### src/design/dtc_pkg.sv
// Constants shared by the dual 8-bit timer/event counter
package dtc_pkg;

  // Register byte addresses, index 0 is counter A, index 1 counter B
  localparam logic [15:0] DTC_MODE_ADDR [0:1] = '{16'hff70, 16'hff74};
  localparam logic [15:0] DTC_CSEL_ADDR [0:1] = '{16'hff71, 16'hff75};
  localparam logic [15:0] DTC_CMP_ADDR  [0:1] = '{16'hff72, 16'hff76};
  localparam logic [15:0] DTC_CNT_ADDR  [0:1] = '{16'hff73, 16'hff77};

  // Mode control field positions
  localparam int DTC_RUN_BIT  = 7;
  localparam int DTC_PWM_BIT  = 6;
  localparam int DTC_CASC_BIT = 4;
  localparam int DTC_SET_BIT  = 3;
  localparam int DTC_CLR_BIT  = 2;
  localparam int DTC_INV_BIT  = 1;
  localparam int DTC_OE_BIT   = 0;

  // Bits kept by a write; set/reset strobes are never stored
  localparam logic [7:0] DTC_MODE_KEEP [0:1] = '{8'hc3, 8'hd3};
  localparam logic [7:0] DTC_CSEL_KEEP = 8'h07;

  // Reset values
  localparam logic [7:0] DTC_RST_BYTE = 8'h00;
  localparam logic [2:0] DTC_RST_CSEL = 3'h0;
  localparam logic [11:0] DTC_RST_DIV = 12'h000;

  // Count clock codes
  localparam logic [2:0] DTC_CODE_FALL = 3'h0;
  localparam logic [2:0] DTC_CODE_RISE = 3'h1;
  localparam logic [2:0] DTC_CODE_DIV8 = 3'h2;

  // Prescaler masks (divisor minus one) for codes 2 to 7
  localparam logic [11:0] DTC_MASK_A [0:5] =
    '{12'h007, 12'h01f, 12'h07f, 12'h0ff, 12'h1ff, 12'h7ff};
  localparam logic [11:0] DTC_MASK_B [0:5] =
    '{12'h00f, 12'h03f, 12'h07f, 12'h0ff, 12'h3ff, 12'hfff};

  // Main clock period in ns
  localparam int DTC_CLK_PERIOD_NS = 10;

endpackage

### src/design/dtc_clk_sel.sv
// Count clock selector: pin edge or prescaler tap
`timescale 1ns/1ps
`default_nettype none
module dtc_clk_sel (
  input  wire logic        clk_sys_in,
  input  wire logic        rst_b_in,
  input  wire logic [2:0]  code_in,
  input  wire logic        table_b_in,
  input  wire logic [11:0] div_in,
  input  wire logic        ext_pin_in,
  output logic             tick_out
);

  logic        pin_prev_r;
  logic [11:0] mask;
  logic [2:0]  idx;

  // Previous pin level for edge detection
  always_ff @(posedge clk_sys_in)
  begin
    if (!rst_b_in)
      pin_prev_r <= 1'b0;
    else
      pin_prev_r <= ext_pin_in;
  end

  // Tap mask for the prescaler codes
  always_comb
  begin
    idx  = code_in - dtc_pkg::DTC_CODE_DIV8;
    mask = table_b_in ? dtc_pkg::DTC_MASK_B[idx]
                      : dtc_pkg::DTC_MASK_A[idx];
  end

  // One-cycle count tick
  always_comb
  begin
    if (code_in == dtc_pkg::DTC_CODE_FALL)
      tick_out = pin_prev_r & ~ext_pin_in;
    else if (code_in == dtc_pkg::DTC_CODE_RISE)
      tick_out = ~pin_prev_r & ext_pin_in;
    else
      tick_out = &(div_in | ~mask);
  end

endmodule
`default_nettype wire

### src/design/dtc_timer.sv
// Dual 8-bit timer/event counter with 16-bit cascade
//
// What this block does
// - Each counter makes an 8-bit resolution PWM output.
// - Cascade gives 16-bit interval, event count and square wave, no PWM.
// - Counts external input pin pulses for software to read.
// - Square wave output set by count clock and compare value.
// - Count equal to compare raises that counter's match interrupt.
// - Compare registers take any value from zero to maximum.
// - Reset clears both compare registers.
// - Count registers read as bytes and clear on reset.
// - Clearing run enable A in cascade zeroes the 16-bit count.
// - Clock code picks pin falling, rising edge or divided clock.
// - Timer output is unusable while counting from the pin.
// - Reset clears clock select, choosing the pin falling edge.
// - Run enable 0 stops and clears the count; 1 counts.
// - PWM select 0 clears on match, 1 runs freely.
// - Cascade select joins the two counters into 16 bits.
// - Invert selects PWM active level, else enables toggle on match.
`timescale 1ns/1ps
`default_nettype none
module dtc_timer (
  input  wire logic        clk_sys_in,
  input  wire logic        rst_b_in,
  input  wire logic [15:0] addr_in,
  input  wire logic [7:0]  wr_data_in,
  input  wire logic        wr_en_in,
  input  wire logic        rd_en_in,
  output logic      [7:0]  rd_data_out,
  input  wire logic        ext_count_input_a_in,
  input  wire logic        ext_count_input_b_in,
  output logic             timer_out_a_out,
  output logic             timer_out_b_out,
  output logic             match_irq_a_out,
  output logic             match_irq_b_out
);

  logic [7:0]  mode_r    [0:1];
  logic [2:0]  clk_sel_r [0:1];
  logic [7:0]  cmp_r     [0:1];
  logic [7:0]  cnt_r     [0:1];
  logic [7:0]  cnt_nxt   [0:1];
  logic [15:0] cnt16_nxt;
  logic [11:0] div_r;
  logic [1:0]  tick;
  logic [1:0]  run;
  logic [1:0]  pwm;
  logic [1:0]  inv;
  logic [1:0]  oe;
  logic [1:0]  match;
  logic [1:0]  adv;
  logic [1:0]  hit;
  logic [1:0]  ext_sel;
  logic [1:0]  wr_mode;
  logic [1:0]  pwm_act;
  logic [1:0]  tff_r;
  logic [1:0]  tout_r;
  logic [1:0]  irq_r;
  logic [7:0]  rd_data_r;
  logic [7:0]  rd_nxt;
  logic        cascade;
  logic        match16;
  logic [1:0]  ext_pin;

  assign ext_pin = {ext_count_input_b_in, ext_count_input_a_in};
  assign cascade = mode_r[1][dtc_pkg::DTC_CASC_BIT];
  assign match16 = match[0] & match[1];

  // Free-running prescaler shared by both counters
  always_ff @(posedge clk_sys_in)
  begin
    if (!rst_b_in)
      div_r <= dtc_pkg::DTC_RST_DIV;
    else
      div_r <= div_r + 12'h001;
  end

  // Per-counter decode, clock source and mode bits
  for (genvar i = 0; i < 2; i++)
  begin : g_chan
    dtc_clk_sel u_sel (
      .clk_sys_in (clk_sys_in),
      .rst_b_in   (rst_b_in),
      .code_in    (clk_sel_r[i]),
      .table_b_in (i == 1),
      .div_in     (div_r),
      .ext_pin_in (ext_pin[i]),
      .tick_out   (tick[i])
    );
    assign wr_mode[i] = wr_en_in &&
                        addr_in == dtc_pkg::DTC_MODE_ADDR[i];
    // Cascade runs both halves from counter A's run enable and clock select
    assign run[i] = cascade ? mode_r[0][dtc_pkg::DTC_RUN_BIT]
                            : mode_r[i][dtc_pkg::DTC_RUN_BIT];
    assign pwm[i] = mode_r[i][dtc_pkg::DTC_PWM_BIT] & ~cascade;
    assign inv[i] = mode_r[i][dtc_pkg::DTC_INV_BIT];
    assign oe[i]  = mode_r[i][dtc_pkg::DTC_OE_BIT];
    assign match[i] = cnt_r[i] == cmp_r[i];
    assign ext_sel[i] = cascade ? clk_sel_r[0][2:1] == 2'b00
                                : clk_sel_r[i][2:1] == 2'b00;
    assign pwm_act[i] = run[i] && cnt_r[i] < cmp_r[i];
  end

  // Software-written configuration
  always_ff @(posedge clk_sys_in)
  begin
    if (!rst_b_in)
    begin
      for (int i = 0; i < 2; i++)
      begin
        mode_r[i]    <= dtc_pkg::DTC_RST_BYTE;
        clk_sel_r[i] <= dtc_pkg::DTC_RST_CSEL;
        cmp_r[i]     <= dtc_pkg::DTC_RST_BYTE;
      end
    end
    else if (wr_en_in)
    begin
      for (int i = 0; i < 2; i++)
      begin
        if (addr_in == dtc_pkg::DTC_MODE_ADDR[i])
          mode_r[i] <= wr_data_in & dtc_pkg::DTC_MODE_KEEP[i];
        else if (addr_in == dtc_pkg::DTC_CSEL_ADDR[i])
          clk_sel_r[i] <= 3'(wr_data_in & dtc_pkg::DTC_CSEL_KEEP);
        else if (addr_in == dtc_pkg::DTC_CMP_ADDR[i])
          cmp_r[i] <= wr_data_in;
      end
    end
  end

  // Next count for individual and cascade operation
  always_comb
  begin
    cnt16_nxt = {cnt_r[1], cnt_r[0]} + 16'h0001;
    cnt_nxt[0] = cnt_r[0];
    cnt_nxt[1] = cnt_r[1];
    adv = 2'b00;
    if (cascade)
    begin
      if (!run[0])
      begin
        cnt_nxt[0] = 8'h00;
        cnt_nxt[1] = 8'h00;
      end
      else if (tick[0])
      begin
        adv = 2'b11;
        if (match16)
        begin
          cnt_nxt[0] = 8'h00;
          cnt_nxt[1] = 8'h00;
        end
        else
        begin
          cnt_nxt[0] = cnt16_nxt[7:0];
          cnt_nxt[1] = cnt16_nxt[15:8];
        end
      end
    end
    else
    begin
      for (int i = 0; i < 2; i++)
      begin
        if (!run[i])
          cnt_nxt[i] = 8'h00;
        else if (tick[i])
        begin
          adv[i] = 1'b1;
          if (!pwm[i] && match[i])
            cnt_nxt[i] = 8'h00;
          else
            cnt_nxt[i] = cnt_r[i] + 8'h01;
        end
      end
    end
  end

  // Match events: counted value lands on the compare value
  always_comb
  begin
    for (int i = 0; i < 2; i++)
    begin
      if (cascade)
        hit[i] = adv[i] && cnt_nxt[0] == cmp_r[0] &&
                 cnt_nxt[1] == cmp_r[1];
      else
        hit[i] = adv[i] && cnt_nxt[i] == cmp_r[i];
    end
  end

  // Count registers
  always_ff @(posedge clk_sys_in)
  begin
    if (!rst_b_in)
    begin
      cnt_r[0] <= dtc_pkg::DTC_RST_BYTE;
      cnt_r[1] <= dtc_pkg::DTC_RST_BYTE;
    end
    else
    begin
      cnt_r[0] <= cnt_nxt[0];
      cnt_r[1] <= cnt_nxt[1];
    end
  end

  // Match interrupt pulses
  always_ff @(posedge clk_sys_in)
  begin
    if (!rst_b_in)
      irq_r <= 2'b00;
    else
      irq_r <= hit;
  end

  // Output flip-flops: direct set/reset, else toggle on match
  always_ff @(posedge clk_sys_in)
  begin
    if (!rst_b_in)
      tff_r <= 2'b00;
    else
    begin
      for (int i = 0; i < 2; i++)
      begin
        if (wr_mode[i] && wr_data_in[dtc_pkg::DTC_SET_BIT] &&
            !wr_data_in[dtc_pkg::DTC_CLR_BIT])
          tff_r[i] <= 1'b1;
        else if (wr_mode[i] && wr_data_in[dtc_pkg::DTC_CLR_BIT] &&
                 !wr_data_in[dtc_pkg::DTC_SET_BIT])
          tff_r[i] <= 1'b0;
        else if (hit[i] && inv[i] && !pwm[i])
          tff_r[i] <= ~tff_r[i];
      end
    end
  end

  // Timer pins: PWM level or square wave, off when pin-clocked
  always_ff @(posedge clk_sys_in)
  begin
    if (!rst_b_in)
      tout_r <= 2'b00;
    else
    begin
      for (int i = 0; i < 2; i++)
      begin
        if (!oe[i] || ext_sel[i])
          tout_r[i] <= 1'b0;
        else if (pwm[i])
          tout_r[i] <= pwm_act[i] ^ inv[i];
        else
          tout_r[i] <= tff_r[i];
      end
    end
  end

  // Read decode; unmapped addresses read zero
  always_comb
  begin
    rd_nxt = 8'h00;
    for (int i = 0; i < 2; i++)
    begin
      if (addr_in == dtc_pkg::DTC_MODE_ADDR[i])
        rd_nxt = mode_r[i];
      else if (addr_in == dtc_pkg::DTC_CSEL_ADDR[i])
        rd_nxt = {5'h00, clk_sel_r[i]};
      else if (addr_in == dtc_pkg::DTC_CMP_ADDR[i])
        rd_nxt = cmp_r[i];
      else if (addr_in == dtc_pkg::DTC_CNT_ADDR[i])
        rd_nxt = cnt_r[i];
    end
  end

  // Read data stands one cycle after the strobe only
  always_ff @(posedge clk_sys_in)
  begin
    if (!rst_b_in)
      rd_data_r <= dtc_pkg::DTC_RST_BYTE;
    else if (rd_en_in)
      rd_data_r <= rd_nxt;
    else
      rd_data_r <= dtc_pkg::DTC_RST_BYTE;
  end

  assign rd_data_out     = rd_data_r;
  assign timer_out_a_out = tout_r[0];
  assign timer_out_b_out = tout_r[1];
  assign match_irq_a_out = irq_r[0];
  assign match_irq_b_out = irq_r[1];

  // Checks on the counting behaviour
  reset_clears_a: assert property (@(posedge clk_sys_in)
    disable iff (!rst_b_in) $rose(rst_b_in) |-> cmp_r[0] == 8'h00 &&
    cmp_r[1] == 8'h00 && cnt_r[0] == 8'h00 && clk_sel_r[0] == 3'h0)
    else $error("registers not cleared by reset");

  stop_clear_a: assert property (@(posedge clk_sys_in)
    disable iff (!rst_b_in)
    !cascade && !mode_r[0][dtc_pkg::DTC_RUN_BIT] |=> cnt_r[0] == 8'h00)
    else $error("stopped counter A not cleared");

  casc_clear_a: assert property (@(posedge clk_sys_in)
    disable iff (!rst_b_in) cascade && !run[0] && $stable(cascade)
    |=> cnt_r[0] == 8'h00 && cnt_r[1] == 8'h00)
    else $error("cascade count not cleared on stop");

  irq_value_a: assert property (@(posedge clk_sys_in)
    disable iff (!rst_b_in) match_irq_a_out && !$past(cascade)
    |-> cnt_r[0] == $past(cmp_r[0]))
    else $error("match interrupt without equal count");

  restart_zero_a: assert property (@(posedge clk_sys_in)
    disable iff (!rst_b_in)
    !cascade && run[0] && !pwm[0] && tick[0] && match[0]
    |=> cnt_r[0] == 8'h00)
    else $error("counter did not restart after match");

  pwm_free_a: assert property (@(posedge clk_sys_in)
    disable iff (!rst_b_in) !cascade && run[0] && pwm[0] && tick[0]
    |=> cnt_r[0] == $past(cnt_r[0]) + 8'h01)
    else $error("PWM counter did not run freely");

  ext_quiet_a: assert property (@(posedge clk_sys_in)
    disable iff (!rst_b_in)
    clk_sel_r[0][2:1] == 2'b00 && !cascade |=> !timer_out_a_out)
    else $error("timer output driven while pin clocked");

  casc_carry_a: assert property (@(posedge clk_sys_in)
    disable iff (!rst_b_in) cascade && run[0] && tick[0] &&
    !match16 && cnt_r[0] == 8'hff
    |=> cnt_r[1] == $past(cnt_r[1]) + 8'h01 && cnt_r[0] == 8'h00)
    else $error("high byte did not advance on wrap");

  div8_pace_a: assert property (@(posedge clk_sys_in)
    disable iff (!rst_b_in)
    clk_sel_r[0] == dtc_pkg::DTC_CODE_DIV8 && tick[0] && !wr_en_in
    |=> (!tick[0] [*7] ##1 tick[0]) or
        (##[0:7] clk_sel_r[0] != dtc_pkg::DTC_CODE_DIV8))
    else $error("divide-by-8 tick spacing wrong");

  // Main scenarios
  cov_irq_a: cover property (@(posedge clk_sys_in)
    disable iff (!rst_b_in) match_irq_a_out && !cascade);
  cov_casc: cover property (@(posedge clk_sys_in)
    disable iff (!rst_b_in) match_irq_b_out && cascade);
  cov_pwm: cover property (@(posedge clk_sys_in)
    disable iff (!rst_b_in) pwm[0] && $rose(timer_out_a_out));
  cov_ext: cover property (@(posedge clk_sys_in)
    disable iff (!rst_b_in) ext_sel[1] && adv[1] && !cascade);

endmodule
`default_nettype wire

### config.mk
export PLATFORM = sky130hd
export DESIGN_NAME = dtc_timer
export DESIGN_NICKNAME = d
export VERILOG_FILES = /design/src/design/dtc_pkg.sv /design/src/design/dtc_clk_sel.sv /design/src/design/dtc_timer.sv
export SDC_FILE = /design/constraint.sdc
export NUM_CORES = 1
export LEC_CHECK = 0
export ABC_AREA = 1
export ABC_CLOCK_PERIOD_IN_PS = 2400
export BUFFER_PORTS_ARGS = -buffer_cell sky130_fd_sc_hd__clkbuf_2
export CORE_MARGIN = 5
export CORE_UTILIZATION = 30
export DETAILED_ROUTE_END_ITERATION = 7
export GPL_ROUTABILITY_DRIVEN = 0
export PLACE_DENSITY = 0.49
export SLEW_MARGIN = 20
export SYNTH_ARGS = -nofsm -noshare
export SYNTH_HDL_FRONTEND = slang
export SYNTH_SLANG_ARGS = --single-unit
### constraint.sdc
create_clock -name clk_sys_in -period 2.4 [get_ports clk_sys_in]
set_input_delay 0.6 -clock clk_sys_in [delete_from_list [all_inputs] [get_ports clk_sys_in]]
set_output_delay 0.6 -clock clk_sys_in [all_outputs]
set_load 0.02 [all_outputs]
==> summary.txt <==
Detailed routing
  • Final wirelength: roughly 20 mm
  • Number of violations reported at the end of detailed-routing iteration 0: 486
  • Post-DR vias/cell: 4.93
  • Total via count in the routed design: 6110
  • First-pass iteration count of the detailed router: 5
  • Post-route DRC violation count: 0
  • DR WL/cell: 16.2 um
  • Post-detailed-route count of antenna-violating nets: 0

Run status
  • Result of the run: finished with violations
  • Violated checks: setup timing

Power
  • Final Total Pwr: approximately 3600 uW
  • Leak: 0.00379 uW
  • Peak supply drop: 0.000363 V
  • Power density over the cells: 447 nW/um^2

Setup path
  • R2R Setup Slk: -0.35 ns
  • Total buffers and inverters traversed by the critical path: 2
  • Cell Chain, Critical Path: inv_2 -> ha_4 -> nand3_2 -> nand2_2 -> nand2_1 -> nor2_1 -> nand2_1 -> nand2_4 -> nand2_4 -> nand2_2 -> nand4_1 -> buf_4 -> nand3_2 -> nand2_2 -> nor2_2 -> nand2_2 -> o21ai_2 -> nand3_1 -> a21boi_1 -> nor2_1
  • Most prevalent standard cell on the critical path: sky130_fd_sc_hd__nand2_2
  • Kind of launch point of the worst setup path: register
  • Arrival @ worst endpoint: 3.00 ns
  • Worst Setup SP: clk_sel_r[0][5]$_DFFE_PP_
  • Critical-path maximum fanout: 5
  • Startpoint of the worst-slack reg-to-reg timing path: clk_sel_r[0][5]$_DFFE_PP_
  • Required time at the worst-slack endpoint: approximately 2.7 ns
  • FF-to-FF path depth: 20
  • Worst path depth: 20
  • Critical path type: register to register
  • Worst setup endpoint: tff_r[0]$_SDFFE_PN0P_
  • Cell family with most CP delay: simple AND/OR/NAND/NOR gates
  • Cell with the biggest individual delay on the critical path: sky130_fd_sc_hd__edfxtp_1
  • Largest stage delay on the critical path: ~0.38 ns
  • Critical register-to-register path endpoint: tff_r[0]$_SDFFE_PN0P_
  • Nature of the critical path endpoint: register

Worst hold path
  • Worst min-delay path category: register to register
  • Startpoint of the worst hold path: div_r[10]$_SDFF_PN0_

Clock tree
  • Skew-Pair Late Insertion Delay: 0.36 ns
  • Clock sinks: 75
  • Clock buffer count from CTS: 9
  • Root Buffer Master: sky130_fd_sc_hd__clkbuf_16
  • H-tree lvl count: 3
  • Buffer levels on the longest clock path: 2
  • TritonCTS clock tree: yes
  • Total of hold buffers inserted after clock tree synthesis: 0
  • CTS clock-pin slew for the worst setup and hold paths: 0.07 ns

Global route
  • Global-route wire length before repair: slightly above 30 mm
  • Grt ovf: 0
  • Antenna violations before repair: 0
  • GR Util All Layers: 19.8%
  • Vias in the first global route: 5906
  • Pin count of the biggest net entering global routing: 16

Timing
  • Clock Skew: 0.00997 ns
  • RSZ-0062 raised after global routing: true
  • Slew margin rel.: 64.0%
  • Setup slack of the critical path after layout: -0.353 ns
  • Final worst path period need: 2.75 ns
  • Final Max Slew Viols: 0
  • Final setup fails: 5
  • Portion of the clock cycle consumed by the worst path in the final layout: 115%
  • Final hold violation count: 0
  • Maximum clock frequency: 363 MHz
  • Smallest hold slack: ~0.50 ns
  • Tightest Pin Transition: approximately 0.54 ns

Floorplanning
  • Number of I/O pins: 42
  • Core region area: 17100 um^2
  • DIE WIDTH: about 140 um
  • Cell row count: between 40 and 50
  • Y dimension of the die: 141 um
  • Total die area: 20000 um^2
  • Initial core utilization: 30.2%

Yosys
  • Fraction of the yosys area taken by sequential cells: between 30% and 40%
  • Unique masters post-synth: 47
  • Proportion of register bits with asynchronous set or reset after synthesis: 0%
  • Number of nets in the synthesized netlist: 816
  • Dominant register cell in the synthesized netlist: sky130_fd_sc_hd__dfxtp_1
  • Avg Cell Area, Syn: 6.79 um^2
  • Flip-flop and latch count after synthesis: 75
  • Yosys warnings: 0
  • Number of flops mapped to enable cells by yosys: 31
  • Area of the mapped netlist: 5170 um^2
  • Cells after synthesis: 762

Cells and area
  • Most common cell after layout, fill and taps aside: sky130_fd_sc_hd__buf_4
  • Total Nets Final: between 1000 and 1500
  • Fillers: 1731
  • Layout cells sized above 1: between 30% and 40%
  • Finished Core Util: 46.6%
  • Final Instance Area: around 8000 um^2
  • Most frequent cells in the layout: 192 x sky130_fd_sc_hd__buf_4, 146 x sky130_fd_sc_hd__nand2_1, 110 x sky130_fd_sc_hd__inv_1
  • Layout Area Growth over Synthesis: 54.1%
  • Diodes inserted: 0

Placed design
  • Quantity of I/O buffers inserted on ports: 41
  • Total half-perimeter wirelength after legalization and detailed placement: approximately 16 mm
  • Cell area reported after detailed placement: 6970 um^2

Run
  • Number of max-cap violations: 0
-- how the worst min path moves through the flow --
stage                                 to  cells after the start  slack (ns)
CTS                 div_r[10]$_SDFF_PN0_                      2        0.50
detailed placement  div_r[10]$_SDFF_PN0_                      2        0.48
finish              div_r[10]$_SDFF_PN0_                      2        0.50
global route        div_r[10]$_SDFF_PN0_                      2        0.53
floorplan            div_r[0]$_SDFF_PN0_                      1        0.42
global placement    div_r[10]$_SDFF_PN0_                      2        0.47
-- sequential cells by signal, indices dropped and copies added (netlist names) --
signal,count
irq_r,2
clk_sel_r,6
cnt_r,16
cmp_r,16
mode_r,9
tff_r,2
g_chan.u_sel.pin_prev_r,2
tout_r,2
div_r,12
rd_data_out,8
-- cell usage after synthesis, types with 3 or more instances --
| cell type | count | area share, % |
|---|---|---|
| sky130_fd_sc_hd__edfxtp_1 | 31 | 18 |
| sky130_fd_sc_hd__nand4_1 | 21 | 2.5 |
| sky130_fd_sc_hd__nor3_1 | 8 | 0.77 |
| sky130_fd_sc_hd__nand2_2 | 7 | 0.85 |
| sky130_fd_sc_hd__dfxtp_1 | 44 | 17 |
| sky130_fd_sc_hd__nand3_2 | 3 | 0.58 |
| sky130_fd_sc_hd__o221ai_1 | 8 | 1.4 |
| sky130_fd_sc_hd__o21ai_2 | 3 | 0.51 |
| sky130_fd_sc_hd__o211ai_1 | 4 | 0.58 |
| sky130_fd_sc_hd__nand2_1 | 180 | 13 |
| sky130_fd_sc_hd__ha_1 | 24 | 5.8 |
| sky130_fd_sc_hd__buf_2 | 5 | 0.48 |
| sky130_fd_sc_hd__a211oi_1 | 5 | 0.73 |
| sky130_fd_sc_hd__nor4_1 | 3 | 0.36 |
| sky130_fd_sc_hd__nor2_1 | 91 | 6.6 |
| sky130_fd_sc_hd__o21ai_0 | 33 | 3.2 |
| sky130_fd_sc_hd__clkbuf_1 | 5 | 0.36 |
| sky130_fd_sc_hd__xor2_1 | 3 | 0.51 |
| sky130_fd_sc_hd__o21ai_1 | 5 | 0.48 |
| sky130_fd_sc_hd__inv_1 | 117 | 8.5 |
| sky130_fd_sc_hd__a21oi_1 | 34 | 3.3 |
| sky130_fd_sc_hd__nand3_1 | 91 | 8.8 |
-- routing by layer --
metal  up-vias  part of all wire [%]  GRT usage (%)
li1       3039                     -              -
met1      2795                    46           26.8
met2       230                    45           32.4
met3        46                   5.7           2.83
met4         0                   3.1           7.19
met5         -                     0              0
-- cells by family after synthesis --
| group | count (synthesis) | share of synthesized area (%) |
|---|---|---|
| buffers and inverters | 134 | 10.2 |
| AND/OR/NAND/NOR | 415 | 35.4 |
| AO/OA/AOI/OAI | 109 | 12.7 |
| XOR/XNOR | 5 | 0.846 |
| flip-flops | 75 | 35.0 |
| adder cells (fa/ha/maj) | 24 | 5.80 |
-- worst register-to-register path, stage by stage (launching register included) --
cell and delay [ns]:
sky130_fd_sc_hd__edfxtp_1 0.38, sky130_fd_sc_hd__inv_2 0.08, sky130_fd_sc_hd__ha_4 0.28, sky130_fd_sc_hd__nand3_2 0.08, sky130_fd_sc_hd__nand2_2 0.07, sky130_fd_sc_hd__nand2_1 0.05, sky130_fd_sc_hd__nor2_1 0.14, sky130_fd_sc_hd__nand2_1 0.13
sky130_fd_sc_hd__nand2_4 0.13, sky130_fd_sc_hd__nand2_4 0.09, sky130_fd_sc_hd__nand2_2 0.11, sky130_fd_sc_hd__nand4_1 0.13, sky130_fd_sc_hd__buf_4 0.17, sky130_fd_sc_hd__nand3_2 0.06, sky130_fd_sc_hd__nand2_2 0.06, sky130_fd_sc_hd__nor2_2 0.11
sky130_fd_sc_hd__nand2_2 0.10, sky130_fd_sc_hd__o21ai_2 0.16, sky130_fd_sc_hd__nand3_1 0.11, sky130_fd_sc_hd__a21boi_1 0.15, sky130_fd_sc_hd__nor2_1 0.05
-- power breakdown --
part | internal, uW | leakage [uW] | switching (uW) | total (uW)
Combinational | 281 | 0.00298 | 357 | 638
Clock | 892 | 0.000163 | 633 | 1530
Sequential | 1370 | 0.000652 | 33.4 | 1400
-- cell type report --
| cell class | count | area [um^2] | share of cell area, % |
|---|---|---|---|
| Multi-Input combinational cell | 554 | 3250 | 40.8 |
| Timing Repair Buffer | 250 | 1850 | 23.2 |
| Sequential cell | 75 | 1810 | 22.8 |
| Inverter | 120 | 450 | 5.65 |
| Tap cell | 225 | 282 | 3.53 |
| Clock buffer | 10 | 250 | 3.14 |
| Clock inverter | 6 | 76.3 | 0.957 |
-- through the flow --
| stage | instances | setup TNS (ns) | worst slack (ns) |
|---|---|---|---|
| floorplan | 762 | 0 | 0.0562 |
| global placement | 1198 | -4.15 | -0.403 |
| detailed placement | 1198 | -3.88 | -0.390 |
| CTS | 1233 | -0.960 | -0.268 |
| global route | 1240 | -2.01 | -0.483 |
| finish | 1240 | -1.35 | -0.353 |
-- repair_timing --
| item | CTS | global route |
|---|---|---|
| resized for setup | 54 | 71 |
| pin swaps | 30 | 45 |
| setup endpoints to repair | 4 | 7 |
| cloned | 0 | 1 |
| setup buffers | 19 | 6 |
(Power assumes the default switching activity.)
